**src/inc/dsm_defs.svh**
```systemverilog
// Timing counts and display codes for the dual-slope meter sequencer
// Assumes a 50 MHz clock; counts are in clock periods
`ifndef DSM_DEFS_SVH
`define DSM_DEFS_SVH
`define DSM_REF_PERIOD      17'd18000
`define DSM_POS_OVR_END     17'd20000
`define DSM_POS_ZERO        17'd39999
`define DSM_NEG_ZERO        17'd40000
`define DSM_NEG_OVR         17'd60000
`define DSM_COUNT_MAX       17'd79999
`define DSM_MUX_ZERO_LEN    12'd256
`define DSM_OC_LEN          12'd256
`define DSM_PD_LEN          12'd256
`define DSM_INIT_LEN        12'd256
`define DSM_RU_LEN          13'd4096
`define DSM_RR_MAX          13'd8191
`endif

```
**src/inc/dsm_pkg.sv**
```systemverilog
// Types for the dual-slope meter sequencer
// Assumes dsm_defs.svh carries the numeric constants
package dsm_pkg;
  typedef enum logic [2:0]
  {
    PH_OFFSET = 3'b000,
    PH_POLDET = 3'b001,
    PH_INIT   = 3'b010,
    PH_RAMPX  = 3'b011,
    PH_RAMPR  = 3'b100
  } phase_type;

  typedef struct packed
  {
    logic        sign_minus;
    logic        overrange;
    logic [16:0] magnitude;
  } reading_type;

  typedef struct packed
  {
    logic offset_corr;
    logic pol_det;
    logic ramp_unknown;
    logic ramp_ref;
    logic mux_enable;
    logic [1:0] channel;
  } front_type;
endpackage

```
**src/rtl/dual_slope_meter_sequencer.sv**
```systemverilog
// Dual-slope converter sequencer: panel-meter timing and count decode,
// plus a five-phase autozeroed binary conversion with channel select.
// Assumes comparator input is already synchronous to clock_i.
`include "dsm_defs.svh"
`timescale 1ns/1ps
`default_nettype none

// How it works
// - From release of the meter reset the integrate output stays high for exactly 18000 clocks.
// - After that period the reference is applied and counting goes on, holding at 79999 until the next reset.
// - On the trip the count is copied to the output latch once; later transfers are ignored until the next reset.
// - A trip within 2000 counts after the period gives plus overrange with digits blanked.
// - A trip at 20000 reads +19999, falling by one per count to +0000 at 39999.
// - A trip at 40000 reads -0000, rising by one per count, and 60000 gives minus overrange.
// - Reset and transfer act only on clock edges so latched readings never change mid-cycle.
// - In the acquisition sequence the shared zeroing phase lasts 256 clocks.
// - The amplifier is zeroed at power-up and after each conversion with the mux off, mux on otherwise.
// - A 2-bit up counter picks one of four channels and advances once per conversion.
// - The binary counter counts clocks only during the reference ramp.
// - The binary count is latched when the comparator output goes low.
// - Each binary conversion walks offset, polarity, init, ramp unknown, ramp reference in order.
// - The unknown ramp lasts exactly 4096 clocks and the reference ramp is counted for the result.
module dual_slope_meter_sequencer
(
  input  wire logic                 clock_i,
  input  wire logic                 rst_n_i,
  input  wire logic                 meter_reset_n_i,
  input  wire logic                 transfer_n_i,
  input  wire logic                 comp_i,
  output logic                      integrate_o,
  output logic                      reading_valid_o,
  output dsm_pkg::reading_type      reading_o,
  output dsm_pkg::front_type        front_o,
  output logic                      bin_sign_o,
  output logic [12:0]               bin_result_o,
  output logic                      bin_valid_o
);
  import dsm_pkg::*;

  function automatic reading_type decode_count(input logic [16:0] cnt);
    reading_type r;
    r = '0;
    if (cnt < `DSM_POS_OVR_END)
    begin
      r.overrange = 1'b1;
    end
    else if (cnt <= `DSM_POS_ZERO)
    begin
      r.magnitude = 17'(`DSM_POS_ZERO - cnt);
    end
    else if (cnt < `DSM_NEG_OVR)
    begin
      r.sign_minus = 1'b1;
      r.magnitude  = 17'(cnt - `DSM_NEG_ZERO);
    end
    else
    begin
      r.sign_minus = 1'b1;
      r.overrange  = 1'b1;
    end
    return r;
  endfunction

  // Final clock of a timed phase
  function automatic logic last_tick(input logic [12:0] t, input logic [12:0] len);
    return t == len - 13'd1;
  endfunction

  // Switch controls for the analog front end
  function automatic front_type front_for(input phase_type ph, input logic [1:0] ch);
    front_type f;
    f              = '0;
    f.offset_corr  = (ph == PH_OFFSET) || (ph == PH_INIT);
    f.pol_det      = (ph == PH_POLDET);
    f.ramp_unknown = (ph == PH_RAMPX);
    f.ramp_ref     = (ph == PH_RAMPR);
    f.mux_enable   = (ph != PH_OFFSET);
    f.channel      = ch;
    return f;
  endfunction

  // Panel-meter section
  logic        rst_seen_q;
  logic        rst_seen_d;
  logic        running_q;
  logic        running_d;
  logic [16:0] count_q;
  logic [16:0] count_d;
  logic        integ_q;
  logic        integ_d;
  logic        xfer_done_q;
  logic        xfer_done_d;
  reading_type reading_q;
  reading_type reading_d;
  logic        rvalid_q;
  logic        rvalid_d;

  wire         reset_rise = rst_seen_q && meter_reset_n_i;
  wire         end_ref    = running_q && (count_q == `DSM_REF_PERIOD - 17'd1);
  wire         in_ref     = running_q && !integ_q;
  wire         do_xfer    = in_ref && !xfer_done_q && !transfer_n_i;

  always_comb
  begin
    rst_seen_d  = !meter_reset_n_i;
    running_d   = running_q;
    count_d     = count_q;
    integ_d     = integ_q;
    xfer_done_d = xfer_done_q;
    reading_d   = reading_q;
    rvalid_d    = rvalid_q;
    if (!meter_reset_n_i)
    begin
      running_d   = 1'b0;
      count_d     = '0;
      integ_d     = 1'b0;
    end
    else if (reset_rise)
    begin
      running_d   = 1'b1;
      count_d     = '0;
      integ_d     = 1'b1;
      xfer_done_d = 1'b0;
    end
    else if (running_q)
    begin
      count_d = (count_q == `DSM_COUNT_MAX) ? count_q : count_q + 17'd1;
      if (end_ref)
      begin
        integ_d = 1'b0;
      end
      if (do_xfer)
      begin
        reading_d   = decode_count(count_q);
        rvalid_d    = 1'b1;
        xfer_done_d = 1'b1;
      end
    end
  end

  always_ff @(posedge clock_i or negedge rst_n_i)
  begin
    if (!rst_n_i)
    begin
      rst_seen_q  <= 1'b0;
      running_q   <= 1'b0;
      count_q     <= '0;
      integ_q     <= 1'b0;
      xfer_done_q <= 1'b0;
      reading_q   <= '0;
      rvalid_q    <= 1'b0;
    end
    else
    begin
      rst_seen_q  <= rst_seen_d;
      running_q   <= running_d;
      count_q     <= count_d;
      integ_q     <= integ_d;
      xfer_done_q <= xfer_done_d;
      reading_q   <= reading_d;
      rvalid_q    <= rvalid_d;
    end
  end

  // Binary converter section
  phase_type   phase_q;
  phase_type   phase_d;
  logic [12:0] tmr_q;
  logic [12:0] tmr_d;
  logic [12:0] ref_cnt_q;
  logic [12:0] ref_cnt_d;
  logic        sign_q;
  logic        sign_d;
  logic [1:0]  chan_q;
  logic [1:0]  chan_d;
  logic [12:0] bres_q;
  logic [12:0] bres_d;
  logic        bsign_q;
  logic        bsign_d;
  logic        bvalid_q;
  logic        bvalid_d;
  logic        comp_prev_q;
  front_type   front_q;
  front_type   front_d;

  // Comparator edge seen only during the reference ramp
  wire comp_fall = (phase_q == PH_RAMPR) && comp_prev_q && !comp_i;
  wire tmr_last  = last_tick(tmr_q, 13'(`DSM_MUX_ZERO_LEN));
  wire pd_last   = last_tick(tmr_q, 13'(`DSM_PD_LEN));
  wire init_last = last_tick(tmr_q, 13'(`DSM_INIT_LEN));
  wire ru_last   = last_tick(tmr_q, `DSM_RU_LEN);

  // Switch controls from flops so the analog switches see no decode glitches
  assign front_d = front_for(phase_d, chan_d);

  always_comb
  begin
    phase_d   = phase_q;
    tmr_d     = tmr_q + 13'd1;
    ref_cnt_d = ref_cnt_q;
    sign_d    = sign_q;
    chan_d    = chan_q;
    bres_d    = bres_q;
    bsign_d   = bsign_q;
    bvalid_d  = 1'b0;
    case (phase_q)
      PH_OFFSET:
      begin
        if (tmr_last)
        begin
          phase_d = PH_POLDET;
          tmr_d   = '0;
        end
      end
      PH_POLDET:
      begin
        if (pd_last)
        begin
          sign_d  = !comp_i;                   // High comparator means positive input
          phase_d = PH_INIT;
          tmr_d   = '0;
        end
      end
      PH_INIT:
      begin
        if (init_last)
        begin
          phase_d = PH_RAMPX;
          tmr_d   = '0;
        end
      end
      PH_RAMPX:
      begin
        if (ru_last)
        begin
          phase_d   = PH_RAMPR;
          tmr_d     = '0;
          ref_cnt_d = '0;
        end
      end
      PH_RAMPR:
      begin
        tmr_d = '0;
        if (ref_cnt_q != `DSM_RR_MAX)
        begin
          ref_cnt_d = ref_cnt_q + 13'd1;
        end
        if (comp_fall || ref_cnt_q == `DSM_RR_MAX)
        begin
          bres_d   = ref_cnt_q;
          bsign_d  = sign_q;
          bvalid_d = 1'b1;
          chan_d   = chan_q + 2'd1;
          phase_d  = PH_OFFSET;
        end
      end
      default:
      begin
        phase_d = PH_OFFSET;
        tmr_d   = '0;
      end
    endcase
  end

  always_ff @(posedge clock_i or negedge rst_n_i)
  begin
    if (!rst_n_i)
    begin
      phase_q     <= PH_OFFSET;
      tmr_q       <= '0;
      ref_cnt_q   <= '0;
      sign_q      <= 1'b0;
      chan_q      <= 2'b00;
      bres_q      <= '0;
      bsign_q     <= 1'b0;
      bvalid_q    <= 1'b0;
      comp_prev_q <= 1'b0;
      front_q     <= '{offset_corr: 1'b1, pol_det: 1'b0, ramp_unknown: 1'b0,
                       ramp_ref: 1'b0, mux_enable: 1'b0, channel: 2'b00};
    end
    else
    begin
      phase_q     <= phase_d;
      tmr_q       <= tmr_d;
      ref_cnt_q   <= ref_cnt_d;
      sign_q      <= sign_d;
      chan_q      <= chan_d;
      bres_q      <= bres_d;
      bsign_q     <= bsign_d;
      bvalid_q    <= bvalid_d;
      comp_prev_q <= comp_i;
      front_q     <= front_d;
    end
  end

  assign integrate_o          = integ_q;
  assign reading_valid_o      = rvalid_q;
  assign reading_o            = reading_q;
  assign front_o              = front_q;
  assign bin_sign_o           = bsign_q;
  assign bin_result_o         = bres_q;
  assign bin_valid_o          = bvalid_q;
endmodule
`default_nettype wire

```
**config.mk**
```make
export PLATFORM = sky130hd
export DESIGN_NAME = dual_slope_meter_sequencer
export DESIGN_NICKNAME = d
export VERILOG_FILES = /design/src/inc/dsm_pkg.sv /design/src/rtl/dual_slope_meter_sequencer.sv
export VERILOG_INCLUDE_DIRS = /design/src /design/src/inc
export SDC_FILE = /design/constraint.sdc
export NUM_CORES = 1
export LEC_CHECK = 0
export BUFFER_PORTS_ARGS = -buffer_cell sky130_fd_sc_hd__buf_2
export CAP_MARGIN = 25
export CORE_MARGIN = 3
export CORE_UTILIZATION = 25
export CTS_CLUSTER_SIZE = 12
export DETAILED_ROUTE_END_ITERATION = 10
export PLACE_DENSITY = 0.47
export SLEW_MARGIN = 30
export SYNTH_ARGS = -nofsm -noshare
export SYNTH_HDL_FRONTEND = slang
export SYNTH_SLANG_ARGS = --single-unit
export TNS_END_PERCENT = 1
```
**constraint.sdc**
```tcl
create_clock -name clock_i -period 4.75 [get_ports clock_i]
set_input_delay 0.2375 -clock clock_i [delete_from_list [all_inputs] [get_ports clock_i]]
set_output_delay 0.2375 -clock clock_i [all_outputs]
set_load 0.1 [all_outputs]
```
==> summary.md <==
| Metric | Value |
|---|---|
| Synthesized net count | `464` |
| CTS tree | `built` |
| Die Y | `143 um` |
| Leading cell type in the layout, fill and taps excluded | `dfrtp_1` |
| MaxCap Viol Count | `0` |
| Ports | `48` |
| Fin. Hold Viols | `0` |
| #FFs+latches synth | `94` |
| Minimum clock period after layout | `2.66 ns` |
| Hold Slack | `0.0213 ns` |
| Number of clock sinks | `94` |
| Most frequent cells in the layout | `93 x dfrtp_1, 59 x nor2_1, 46 x buf_2, 39 x xnor2_1, 27 x nand2_1` |
| Root Buffer | `clkbuf_16` |
| Final period util | `56.0%` |
| DR vias/cell | `4.69` |
| Largest net degree at the start of global routing | `65` |
| Clock Pin Slew Worst Setup and Hold Paths | `0.07 ns` |
| Post-synth cell types | `58` |
| # port buffers | `47` |
| Gr ovfl total | `0` |
| Internal power | `0.00129 W` |
| Die X | `143 um` |
| R2R Setup Slk | `2.09 ns` |
| H-tree depth | `3` |
| Total wire length | `10.5 mm` |
| Yosys top cell area share | `49.6%` |
| Hold EP | `comp_prev_q$_DFF_PN0_` |
| Vias | `3,392` |
| Worst reg2reg path endpoint | `reading_o[6]$_DFFE_PN0P_` |
| WL/cell | `14.5 um` |
| Post-DP HPWL | `7.40 mm` |
| Comb pwr share | `13.6%` |
| Worst Hold Class | `in -> reg` |
| Post-Syn Area | `4690 um^2` |
| Initial Utilization | `25.7%` |
| Max Buffers Root-to-Sink | `2` |
| Mapped Cells | `453` |
| Post-route DRC | `0` |
| Slowest cell delay on critical path | `0.51 ns` |
| Row count | `49` |
| Psw | `0.000589 W` |
| Max Slew Vio Count | `0` |
| Crit path DAT | `2.90 ns` |
| Critical path endpoint category | `flop` |
| Hold Path Origin | `comp_i` |
| Worst-Margin Slew | `0.904 ns` |
| # diodes | `0` |
| Leakage | `2.38 nW` |
| Max VDD drop | `0.169 mV` |
| CP cell instances | `inv_1, ha_1, or4b_4, o31ai_2, buf_4, a22oi_1, a22o_1` |
| Iteration count of the initial detailed-routing pass | `4` |
| Status | `completed` |
| RSZ-0062 raised after global routing | `no` |
| Switching Share | `31.3%` |
| Final setup violation count | `0` |
| Peak fanout along the critical path | `12` |
| Post_cts resized | `0` |
| Clock skew | `0.00680 ns` |
| Remaining antenna violation count | `0` |
| Slew headroom | `39.7%` |
| Final GP Congestion | `0.822` |
| Achievable frequency | `0.376 GHz` |
| Worst Hold Depth | `1` |
| Top FF cell, synth | `dfrtp_1` |
| Clock Latency Late Sink | `0.35 ns` |
| Mean Syn Cell Area | `10.3 um^2` |
| Core area | `18,200 um^2` |
| Initial antenna violation count | `0` |
| Die area | `20,400 um^2` |
| Yosys warnings | `0` |
| Required @ worst endpoint | `4.99 ns` |
| Seq pwr share | `48.9%` |
| Area grow syn2layout | `14.9%` |
| Critical path class | `reg -> reg` |
| Top cells by area in the synthesized netlist | `dfrtp_1 50%, xnor2_1 7.3%, nor2_1 4.7%` |
| Clk pwr share | `37.5%` |
| Wire length of the first global-routing pass | `17.9 mm` |
| Layout cells sized above 1 | `18.4%` |
| Reg2reg path depth | `7` |
| Num CTS Buffers | `9` |
| Vias in the first global route | `3,358` |
| Startpoint types | `flop` |
| Ys async rst share | `100%` |
| Critical path's slowest cell | `o31ai_2` |
| Final setup TNS | `0 ns` |
| Worst R2R Start | `count_q[6]$_DFFE_PN0P_` |
| EDFF count, synth | `0` |
| Initial drt markers | `180` |
| Seq/Total Area, Yosys | `50.2%` |
| Power Dens Cells | `349 nW/um^2` |
| Tot GR Track Use | `10.9%` |
| Final net count | `501` |
| Cell taking the most area after synthesis | `dfrtp_1` |
[registers in the layout (all words and copies together) (netlist names), 3 cells and up]
register and count:
reading_o 19, phase_q 3, count_q 17, bin_result_o 13, tmr_q 13, front_o 7, ref_cnt_q 13
[power groups by stage]
| stage | combinational (W) | sequential (W) | clock, W |
|---|---|---|---|
| floorplan | 0.0000923 | 0.00103 | 0 |
| global placement | 0.000254 | 0.000932 | 0 |
| detailed placement | 0.000258 | 0.000935 | 0 |
| CTS | 0.000261 | 0.000919 | 0.000739 |
| global route | 0.000280 | 0.000931 | 0.000766 |
| finish | 0.000255 | 0.000919 | 0.000706 |
[worst max path at each step]
stage | from | to | slack, ns
after CTS | count_q[6]$_DFFE_PN0P_ | reading_o[6]$_DFFE_PN0P_ | 2.07
final | count_q[6]$_DFFE_PN0P_ | reading_o[6]$_DFFE_PN0P_ | 2.09
after global routing | count_q[6]$_DFFE_PN0P_ | reading_o[6]$_DFFE_PN0P_ | 1.90
after floorplan | integrate_o$_DFFE_PN0P_ | reading_o[10]$_DFFE_PN0P_ | 2.49
after detailed placement | count_q[6]$_DFFE_PN0P_ | reading_o[6]$_DFFE_PN0P_ | 2.10
after global placement | count_q[6]$_DFFE_PN0P_ | reading_o[6]$_DFFE_PN0P_ | 2.18
[what timing repair did]
item | CTS | global route
setup buffers | 0 | 0
hold buffers | 1 | 0
hold endpoints to repair | 30 | 0
[through the flow]
| step | worst slack [ns] | cells | area [um^2] | power (W) | utilization [%] |
|---|---|---|---|---|---|
| 3_3_place_gp | 2.18 | 707 | 5090 | 0.00119 | 27.9 |
| 4_1_cts | 2.07 | 724 | 5390 | 0.00192 | 29.6 |
| 5_1_grt | 1.90 | 724 | 5390 | 0.00198 | 29.6 |
| 2_1_floorplan | 2.49 | 453 | 4690 | 0.00112 | - |
| 6_report | 2.09 | 724 | 5390 | 0.00188 | 29.6 |
| 3_5_place_dp | 2.10 | 707 | 5090 | 0.00119 | 27.9 |
[cells by family (layout without fill, tap and decap cells)]
kind of cell    count (synthesis)  count (layout)  synth area share (%)
simple gates                  171             171                  18.4
buf+inv                        39              81                  4.35
xor+xnor                       54              54                  10.1
flops                          94              94                  50.2
mux                            20              20                  4.56
fa+ha+maj                       6               6                  1.60
compound gates                 69              69                  10.8
[metal layers]
layer	GRT usage [%]	wire, um	vias up
met5	0	0	-
met4	3.95	195	0
met3	2.98	470	17
met2	17.2	4960	78
met1	14.4	4840	1628
li1	-	-	1669
[critical path, delay by kind of cell, from the launching register on]
family / cells / cell delay, ns
compound gates: 3 / 0.84
fa+ha+maj: 1 / 0.26
buf+inv: 2 / 0.49
flops: 1 / 0.46
simple gates: 1 / 0.49
[layout make-up]
class,count,area [um^2]
Timing Repair Buffer,52,278
Fill cell,1905,12800
Tap cell,229,287
Inverter,13,48.8
Clock inverter,7,63.8
Clock buffer,9,225
Multi-Input combinational cell,320,2130
Sequential cell,94,2350
[cell usage after synthesis, types with 4 or more instances]
cell type and n:
a21oi_1 10, a22o_1 16, and4_1 4, buf_2 7, clkbuf_1 11, dfrtp_1 93
ha_1 6, inv_1 13, mux2_2 11, mux2i_1 9, nand2_1 27, nand3_1 18
nand4_1 15, nor2_1 59, nor3_1 16, nor4_1 4, o211ai_1 4, o21ai_0 16
or4_1 6, xnor2_1 39, xor2_1 15
(Power assumes the default switching activity.)
